<file path="config.mk">
export PLATFORM = sky130hd
export DESIGN_NAME = cpu_instr_exec_subset
export DESIGN_NICKNAME = d
export VERILOG_FILES = /design/src/cpu_instr_exec_subset.v
export VERILOG_INCLUDE_DIRS = /design/src
export SDC_FILE = /design/constraint.sdc
export NUM_CORES = 1
export LEC_CHECK = 0
export ABC_AREA = 1
export BUFFER_PORTS_ARGS = -buffer_cell sky130_fd_sc_hd__buf_2
export CORE_MARGIN = 5
export CORE_UTILIZATION = 45
export DETAILED_ROUTE_END_ITERATION = 16
export GPL_ROUTABILITY_DRIVEN = 0
export PLACE_DENSITY = 0.87
export SYNTH_ARGS = -nofsm -noshare
export SYNTH_HDL_FRONTEND = slang
export SYNTH_SLANG_ARGS = --single-unit
</file>
<file path="constraint.sdc">
create_clock -name clk_i -period 1.4 [get_ports clk_i]
set_input_delay 0 -clock clk_i [delete_from_list [all_inputs] [get_ports clk_i]]
set_output_delay 0 -clock clk_i [all_outputs]
set_load 0.02 [all_outputs]
</file>
<file path="src/cpu_exec_defines.vh">
// constants for the instruction execution subset
// ==========================================================================
`ifndef CPU_EXEC_DEFINES_VH
`define CPU_EXEC_DEFINES_VH
// ==========================================================================
// opcodes, d pin limit and widths
`define OP_BACKUP    10'h008
`define OP_ARM       10'h05b
`define OP_ROR       10'h01d
`define OP_BCLR      8'h13
`define OP_BSET      8'h17
`define OP_BANKLO    10'h040
`define OP_BANKHI    10'h041
`define OP_CCLR      10'h006
`define OP_CSET      10'h007
`define OP_CPCLR     10'h28c
`define OP_CPSET     10'h28d
`define OP_DCLR      10'h014
`define OP_DSET      10'h015
`define OP_RET       10'h044
`define OP_RETS      10'h045
`define OP_RETI      10'h046
`define OP_SEQI      10'h025
`define OP_SEQI2     6'h07
`define OP_SEQM      10'h026
`define OP_TF0       10'h038
`define OP_TF1       10'h039
`define OP_TL0       10'h03a
`define D_MAX        4'h9
`define D_WIDTH      10
`define PC_WIDTH     14
// ==========================================================================
// opcode field positions
`define OPC_HI       9
`define BIT_OPC_LO   2
`define IMM_OPC_LO   4
`define IMM_MSB      3
`define BIT_IDX_MSB  1
`define FIELD_LSB    0
`endif

</file>
<file path="src/cpu_instr_exec_subset.v">
// instruction execution subset of a 4-bit cpu core
`timescale 1ns/1ps
`default_nettype none
`include "cpu_exec_defines.vh"
module cpu_instr_exec_subset (
	input  wire                   clk_i,
	input  wire                   srst_i,
	input  wire                   instr_valid_i,
	input  wire [9:0]             instr_i,
	input  wire [3:0]             mem_rdata_i,
	input  wire [3:0]             y_i,
	input  wire [`PC_WIDTH-1:0]   stack_top_i,
	input  wire                   ext0_irq_enable_bit_i,
	input  wire                   ext1_irq_enable_bit_i,
	input  wire                   ext0_edge_polarity_bit_i,
	input  wire                   ext0_input_pin_i,
	input  wire                   ext0_request_set_i,
	input  wire                   ext1_request_set_i,
	input  wire [3:0]             saved_acc_i,
	input  wire [3:0]             saved_b_i,
	input  wire                   saved_carry_i,
	input  wire                   saved_skip_i,
	input  wire                   saved_nop_mode_i,
	output reg  [3:0]             acc_o,
	output reg  [3:0]             b_o,
	output reg                    carry_flag_o,
	output reg                    table_page_msb_o,
	output reg                    pin_c_o,
	output reg  [`D_WIDTH-1:0]    pin_d_o,
	output reg                    mem_we_o,
	output reg  [3:0]             mem_wdata_o,
	output reg                    pc_load_o,
	output reg  [`PC_WIDTH-1:0]   pc_o,
	output reg                    sp_dec_o,
	output reg                    restore_dp_o,
	output reg                    skip_o,
	output reg                    nop_mode_o,
	output reg                    ext0_request_flag_o,
	output reg                    ext1_request_flag_o,
	output reg                    ram_backup_o,
	output reg                    busy_o
);
	// ======================================================================
	// state
	localparam ST_IDLE  = 3'b001;
	localparam ST_WAIT  = 3'b010;
	localparam ST_IMM   = 3'b100;
	reg  [2:0] state_reg;
	reg        armed_reg;
	reg        skip_reg;
	reg        skip_after_reg;
	reg        bit_imm_skip_reg;

	function [3:0] bit_mask;
		input [1:0] j;
		begin
			bit_mask = 4'h1 << j;
		end
	endfunction

	function op_is;
		input [9:0] word;
		input [9:0] code;
		begin
			op_is = (word == code);
		end
	endfunction

	// ======================================================================
	// cycle qualifiers
	wire       idle_w  = (state_reg == ST_IDLE);
	wire       exec    = instr_valid_i && !skip_reg && idle_w;
	wire       supp    = instr_valid_i && skip_reg && idle_w;
	wire       in_wait = (state_reg == ST_WAIT);
	wire       in_imm  = (state_reg == ST_IMM) && instr_valid_i;
	wire [3:0] mask    = bit_mask(instr_i[`BIT_IDX_MSB:`FIELD_LSB]);
	wire       tf0_hit = !ext0_irq_enable_bit_i && ext0_request_flag_o;
	wire       tf1_hit = !ext1_irq_enable_bit_i && ext1_request_flag_o;
	wire       lvl_hit = ext0_edge_polarity_bit_i ? ext0_input_pin_i : !ext0_input_pin_i;

	// ======================================================================
	// opcode decode, qualified by an executing cycle (supp_seqi by a suppressed one)
	wire do_backup = exec && op_is(instr_i, `OP_BACKUP);
	wire do_arm    = exec && op_is(instr_i, `OP_ARM);
	wire do_ror    = exec && op_is(instr_i, `OP_ROR);
	wire do_bclr   = exec && (instr_i[`OPC_HI:`BIT_OPC_LO] == `OP_BCLR);
	wire do_bset   = exec && (instr_i[`OPC_HI:`BIT_OPC_LO] == `OP_BSET);

	wire do_banklo = exec && op_is(instr_i, `OP_BANKLO);
	wire do_bankhi = exec && op_is(instr_i, `OP_BANKHI);
	wire do_cclr   = exec && op_is(instr_i, `OP_CCLR);
	wire do_cset   = exec && op_is(instr_i, `OP_CSET);

	wire do_cpclr  = exec && op_is(instr_i, `OP_CPCLR);
	wire do_cpset  = exec && op_is(instr_i, `OP_CPSET);
	// d bits above the last valid index are ignored
	wire do_dset   = exec && op_is(instr_i, `OP_DSET) && (y_i <= `D_MAX);
	wire do_dclr   = exec && op_is(instr_i, `OP_DCLR) && (y_i <= `D_MAX);

	wire do_rets   = exec && op_is(instr_i, `OP_RETS);
	wire do_ret    = exec && op_is(instr_i, `OP_RET) || do_rets;
	wire do_reti   = exec && op_is(instr_i, `OP_RETI);

	wire do_seqi   = exec && op_is(instr_i, `OP_SEQI);
	wire supp_seqi = supp && op_is(instr_i, `OP_SEQI);
	wire do_seqm   = exec && op_is(instr_i, `OP_SEQM) && (acc_o == mem_rdata_i);
	wire do_tf0    = exec && op_is(instr_i, `OP_TF0) && tf0_hit;
	wire do_tf1    = exec && op_is(instr_i, `OP_TF1) && tf1_hit;
	wire do_tl0    = exec && op_is(instr_i, `OP_TL0) && lvl_hit;

	// second word of the immediate compare
	wire imm_form  = (instr_i[`OPC_HI:`IMM_OPC_LO] == `OP_SEQI2);
	wire imm_eq    = (acc_o == instr_i[`IMM_MSB:`FIELD_LSB]);
	wire imm_hit   = in_imm && !bit_imm_skip_reg && imm_form && imm_eq;

	wire skip_set  = do_seqm || do_tf0 || do_tf1 || do_tl0 || imm_hit ||
			(in_wait && skip_after_reg);

	// ======================================================================
	// sequencing of two-cycle returns and the compare second word
	always @(posedge clk_i) begin
		if (srst_i) begin
			state_reg        <= ST_IDLE;
			busy_o           <= 1'b0;
			skip_after_reg   <= 1'b0;
			bit_imm_skip_reg <= 1'b0;
		end else begin
			case (state_reg)
				ST_IDLE: begin
					if (do_ret) begin
						state_reg      <= ST_WAIT;
						busy_o         <= 1'b1;
						skip_after_reg <= do_rets;
					end else if (do_seqi || supp_seqi) begin
						// a suppressed compare still consumes its second word
						state_reg        <= ST_IMM;
						busy_o           <= 1'b1;
						bit_imm_skip_reg <= supp_seqi;
					end
				end
				ST_WAIT: begin
					// second cycle of a return
					state_reg      <= ST_IDLE;
					busy_o         <= 1'b0;
					skip_after_reg <= 1'b0;
				end
				ST_IMM: begin
					if (instr_valid_i) begin
						state_reg        <= ST_IDLE;
						busy_o           <= 1'b0;
						bit_imm_skip_reg <= 1'b0;
					end
				end
				default: begin
					state_reg <= ST_IDLE;
					busy_o    <= 1'b0;
				end
			endcase
		end
	end

	// ======================================================================
	// skip status: set by a met condition, spent on the next word
	always @(posedge clk_i) begin
		if (srst_i) begin
			skip_reg <= 1'b0;
			skip_o   <= 1'b0;
		end else if (supp) begin
			skip_reg <= 1'b0;
			skip_o   <= 1'b0;
		end else if (do_reti) begin
			skip_reg <= saved_skip_i;
			skip_o   <= saved_skip_i;
		end else if (skip_set) begin
			skip_reg <= 1'b1;
			skip_o   <= 1'b1;
		end
	end

	// ======================================================================
	// arming of the back-up entry by the immediately previous word
	always @(posedge clk_i) begin
		if (srst_i)
			armed_reg <= 1'b0;
		else if (exec || supp)
			armed_reg <= do_arm;
	end

	// ======================================================================
	// request flags: hardware set wins over clear
	always @(posedge clk_i) begin
		if (srst_i) begin
			ext0_request_flag_o <= 1'b0;
			ext1_request_flag_o <= 1'b0;
		end else begin
			if (ext0_request_set_i)
				ext0_request_flag_o <= 1'b1;
			else if (do_tf0)
				ext0_request_flag_o <= 1'b0;
			if (ext1_request_set_i)
				ext1_request_flag_o <= 1'b1;
			else if (do_tf1)
				ext1_request_flag_o <= 1'b0;
		end
	end

	// ======================================================================
	// accumulator, b register, carry and nop mode
	always @(posedge clk_i) begin
		if (srst_i) begin
			acc_o        <= 4'h0;
			b_o          <= 4'h0;
			carry_flag_o <= 1'b0;
			nop_mode_o   <= 1'b0;
		end else if (do_reti) begin
			acc_o        <= saved_acc_i;
			b_o          <= saved_b_i;
			carry_flag_o <= saved_carry_i;
			nop_mode_o   <= saved_nop_mode_i;
		end else if (do_ror) begin
			acc_o        <= {carry_flag_o, acc_o[3:1]};
			carry_flag_o <= acc_o[0];
		end else if (do_cclr)
			carry_flag_o <= 1'b0;
		else if (do_cset)
			carry_flag_o <= 1'b1;
	end

	// ======================================================================
	// table bank and output pins
	always @(posedge clk_i) begin
		if (srst_i) begin
			table_page_msb_o <= 1'b0;
			pin_c_o          <= 1'b0;
			pin_d_o          <= {`D_WIDTH{1'b0}};
		end else begin
			if (do_banklo)
				table_page_msb_o <= 1'b0;
			else if (do_bankhi)
				table_page_msb_o <= 1'b1;
			if (do_cpclr)
				pin_c_o <= 1'b0;
			else if (do_cpset)
				pin_c_o <= 1'b1;
			if (do_dset)
				pin_d_o[y_i] <= 1'b1;
			else if (do_dclr)
				pin_d_o[y_i] <= 1'b0;
		end
	end

	// ======================================================================
	// ram bit write-back
	always @(posedge clk_i) begin
		if (srst_i) begin
			mem_we_o    <= 1'b0;
			mem_wdata_o <= 4'h0;
		end else begin
			mem_we_o <= do_bclr || do_bset;
			if (do_bclr)
				mem_wdata_o <= mem_rdata_i & ~mask;
			else if (do_bset)
				mem_wdata_o <= mem_rdata_i | mask;
		end
	end

	// ======================================================================
	// returns and back-up entry pulses
	always @(posedge clk_i) begin
		if (srst_i) begin
			pc_load_o    <= 1'b0;
			pc_o         <= {`PC_WIDTH{1'b0}};
			sp_dec_o     <= 1'b0;
			restore_dp_o <= 1'b0;
			ram_backup_o <= 1'b0;
		end else begin
			pc_load_o    <= do_ret || do_reti;
			sp_dec_o     <= do_ret || do_reti;
			restore_dp_o <= do_reti;
			ram_backup_o <= do_backup && armed_reg;
			if (do_ret || do_reti)
				pc_o <= stack_top_i;
		end
	end
endmodule // cpu_instr_exec_subset
`default_nettype wire

</file>
==> results.txt <==
- Endpoint of the lowest-slack register-to-register path: b_o[0]$_SDFFE_PP0P_
* Failing checks: setup timing
- The worst setup path is captured at a flop.
* Number of antenna violations at the first check in global routing: 0
- Global-route wire length before repair: 16900 um
- At the worst endpoint, the arrival time is 1780 ps.
- Reg2reg start: state_reg[2]$_SDFFE_PP0P_
- Critical path fanouts, max: 7
- CTS tree: done
* Status: finished with violations
* Ratio of final minimum period to clock period: 1.13
- Flops & latches, synth: 54
* Via count of the first global-routing pass: 3631
* Placed Instance Area: 3660 um2
- For this run the aggregate overflow at the end of global routing stands at 0.
- For this run, the detailed router's first-pass iteration total came to 7.
- The core region is around 6300 um2.
* GRT Overall Usage: 0.245
- Share of power burned in registers: 0.475
- For this design the top-level I/O count stands at just over 100.
- Sequential element share of the synthesized area: 0.376
- Top FF cell, synth: dfxtp_1
* Syn avg cell area: 6.63 um2
- In this run the tightest slew margin relative to its limit is 0.736.
* Synth warn: 0
- The critical path in this run is classified as reg2reg.
- In this run the most critical hold path is launched from mem_rdata_i[3].
- Count of unique library cells instantiated by Yosys: 34
- CTS saw 54 sinks.
- Data on the critical path is required at its endpoint by 1600 ps.
- The cell area that synthesis handed to floorplanning was 2880 um2.
- Total wire length after detailed routing: 11100 um
- Asr flop ratio synth: 0
- The worst hold path passes through 3 cells.
- Post-Synthesis Cells: 434
- The layout has 444 filler cells.
- Terminating pin of the worst hold path: mem_wdata_o[3]$_SDFFE_PP0P_
* Switching power share of the total: 0.274
- STA classifies the critical path startpoint as a flop.
* Post-layout instance area: about 4400 um2
- In this run, the number of DRC markers left after iteration 0 of detailed routing was a little over 500.
* Path class of the lowest-slack min-delay path: in2reg
- Clock power share: 0.324
- IR drop worst, VDD: 0.000472 V
* Worst-case register-to-register setup slack: -180 ps
- Counting I/O delays and the setup requirement, the final critical path takes roughly 1600 ps.
- Largest net degree at the start of global routing: 40
* FF-to-FF path depth: 8
- In this run the vertical extent of the chip is roughly 90 um.
* Int Power: 0.00239 W
- Setup repair after global routing missed its margin: yes
- Leading cell type in the layout, fill and taps excluded: buf_2
- On the final layout, the worst hold slack is slightly above 20 ps.
* Clock buffers created by TritonCTS: 5
- Timing would allow up to 633 MHz.
- Detailed placement ended at an HPWL of roughly 6700 um.
- Final Skew: 10.6 ps
- Average wire per standard cell: between 15 and 20 um
- Antenna diode instance count: 0
- Fin cells: between 600 and 700
* Port buffer count: 100
* CTS H-tree depth: 2
- Site Rows: 29
- Setup violations remaining at the end of the flow were counted as 45.
- Actual slew at the worst max-slew pin: slightly below 400 ps
- Of the cells placed in the final design, the portion with a size suffix greater than 1 is 0.347.
* Number of antenna-violating nets in the routed design: 0
- The number of max-slew violations in the final report is 0.
- Synth-to-layout area growth: 52.9%
- Total count of hold-check failures in the final report: 0
* Die area: 8090 um2
- Areal power density over the cells: about 750 nW/um2
* Clock transition at the register clock pins on the worst setup and hold paths after CTS: 100 ps
- Detailed-route DRC error count: 0
- Source-to-sink clock delay at the later pin of the worst-skew pair: 310 ps
- Comb pwr share: 0.201
* Net switching component of the power: ~0.0009 W
- For this run, the post-layout net count is roughly 650.
- Cell total after placement: 626
- Post-detailed-route via-to-cell ratio: ~5.6
- Max-cap violations in this run came to 0.
- Number of buffers on the longest clock path: 2
* Leakage power: 2.27 nW
- For this configuration, the core starts out at a cell density of 0.458.
- In this run, synthesis inferred 0 flip-flops with an integrated enable.
- Commonest non-fill, non-tap cells in the layout: buf_2, nor2_1, nand2_1
* Synth Net Count: around 490
- The detailed router placed approximately 3800 vias in this run.
* Root Buffer Master: clkbuf_8
- Measured along the x axis, the die boundary spans approximately 90 um.
* Final worst setup slack: -180 ps
-- per-layer routing --
metal  share of wire  GRT usage  up-vias
met2            0.47      0.423      300
met3            0.12     0.0743       82
met4           0.050      0.100        0
li1                -          -     1707
met1            0.36      0.281     1684
met5               0          0        -
-- how the worst max path moves through the flow --
stage,slack (ps),end,startpoint
final,-180,b_o[0]$_SDFFE_PP0P_,state_reg[2]$_SDFFE_PP0P_
after global routing,-230,acc_o[3]$_SDFFE_PP0P_,state_reg[2]$_SDFFE_PP0P_
after CTS,-70,flop,state_reg[2]$_SDFFE_PP0P_
after detailed placement,-160,acc_o[0]$_SDFFE_PP0P_,state_reg[2]$_SDFFE_PP0P_
after global placement,-50,flop,state_reg[1]$_SDFFE_PP0P_
after floorplan,-8,acc_o[0]$_SDFFE_PP0P_,state_reg[2]$_SDFFE_PP0P_
-- timing repair --
action | CTS | global route
endpoints found under the hold margin | 24 | 0
setup endpoints to repair | 46 | 51
gates cloned | 1 | 3
pin swaps | 12 | 16
hold buffers | 24 | 0
gates resized for setup | 16 | 37
buffers inserted | 3 | 9
-- area by class of cell --
| class | count | area (um2) | share of cell area |
|---|---|---|---|
| Clock inverter | 2 | 37.5 | 0.00854 |
| Timing Repair Buffer | 164 | 1190 | 0.271 |
| Multi-Input combinational cell | 310 | 1680 | 0.383 |
| Inverter | 61 | 229 | 0.0521 |
| Tap cell | 77 | 96.3 | 0.0219 |
| Clock buffer | 6 | 72.6 | 0.0165 |
| Sequential cell | 54 | 1090 | 0.247 |
-- stage by stage --
| step | utilization | TNS, ps | setup WS, ps | power, W |
|---|---|---|---|---|
| after floorplan | - | -7.89 | -7.89 | 0.00184 |
| after global placement | 0.583 | -526 | -48.8 | 0.00208 |
| after detailed placement | 0.583 | -2800 | -157 | 0.00209 |
| after CTS | 0.653 | -1230 | -67.2 | 0.00321 |
| after global routing | 0.700 | -7800 | -235 | 0.00339 |
| final | 0.700 | -4400 | -180 | 0.00330 |
-- worst max-delay path, cell delays in order (launching register included) --
cell,delay [ps]
dfxtp_2,340
inv_2,80
nand3_4,110
nor2_8,190
buf_12,120
nand3_4,160
buf_12,200
o21ai_0,200
a21oi_1,70
-- Yosys cell counts, types with 3 or more instances --
master	instances	share of area
nor2_1	87	0.11
nand2_1	84	0.11
inv_1	59	0.077
dfxtp_1	54	0.38
nand3_1	34	0.059
a21oi_1	28	0.049
o21ai_0	20	0.035
o21ai_1	11	0.019
buf_2	7	0.012
nor3_1	7	0.012
nand4_1	6	0.013
nand2_2	4	0.0087
nand2_4	3	0.012
nand3_4	3	0.018
nor2_8	3	0.021
-- power by group through the flow --
stage                     combinational (W)  sequential, W  clock, W
after floorplan                    0.000227        0.00161         0
after global placement             0.000483        0.00160         0
after detailed placement           0.000494        0.00160         0
final                              0.000663        0.00157   0.00107
after CTS                          0.000580        0.00156   0.00106
after global routing               0.000702        0.00157   0.00112
-- logic make-up (layout without fill, tap and decap cells) --
kind of cell              after synthesis  count (layout)  synth area share
buffers and inverters                  72             233             0.101
xor gates and xnor gates                3               3           0.00914
AOI/OAI and AO/OA                      68              68             0.125
DFF                                    54              54             0.376
and+or+nand+nor                       237             239             0.389
(Power assumes the default switching activity.)
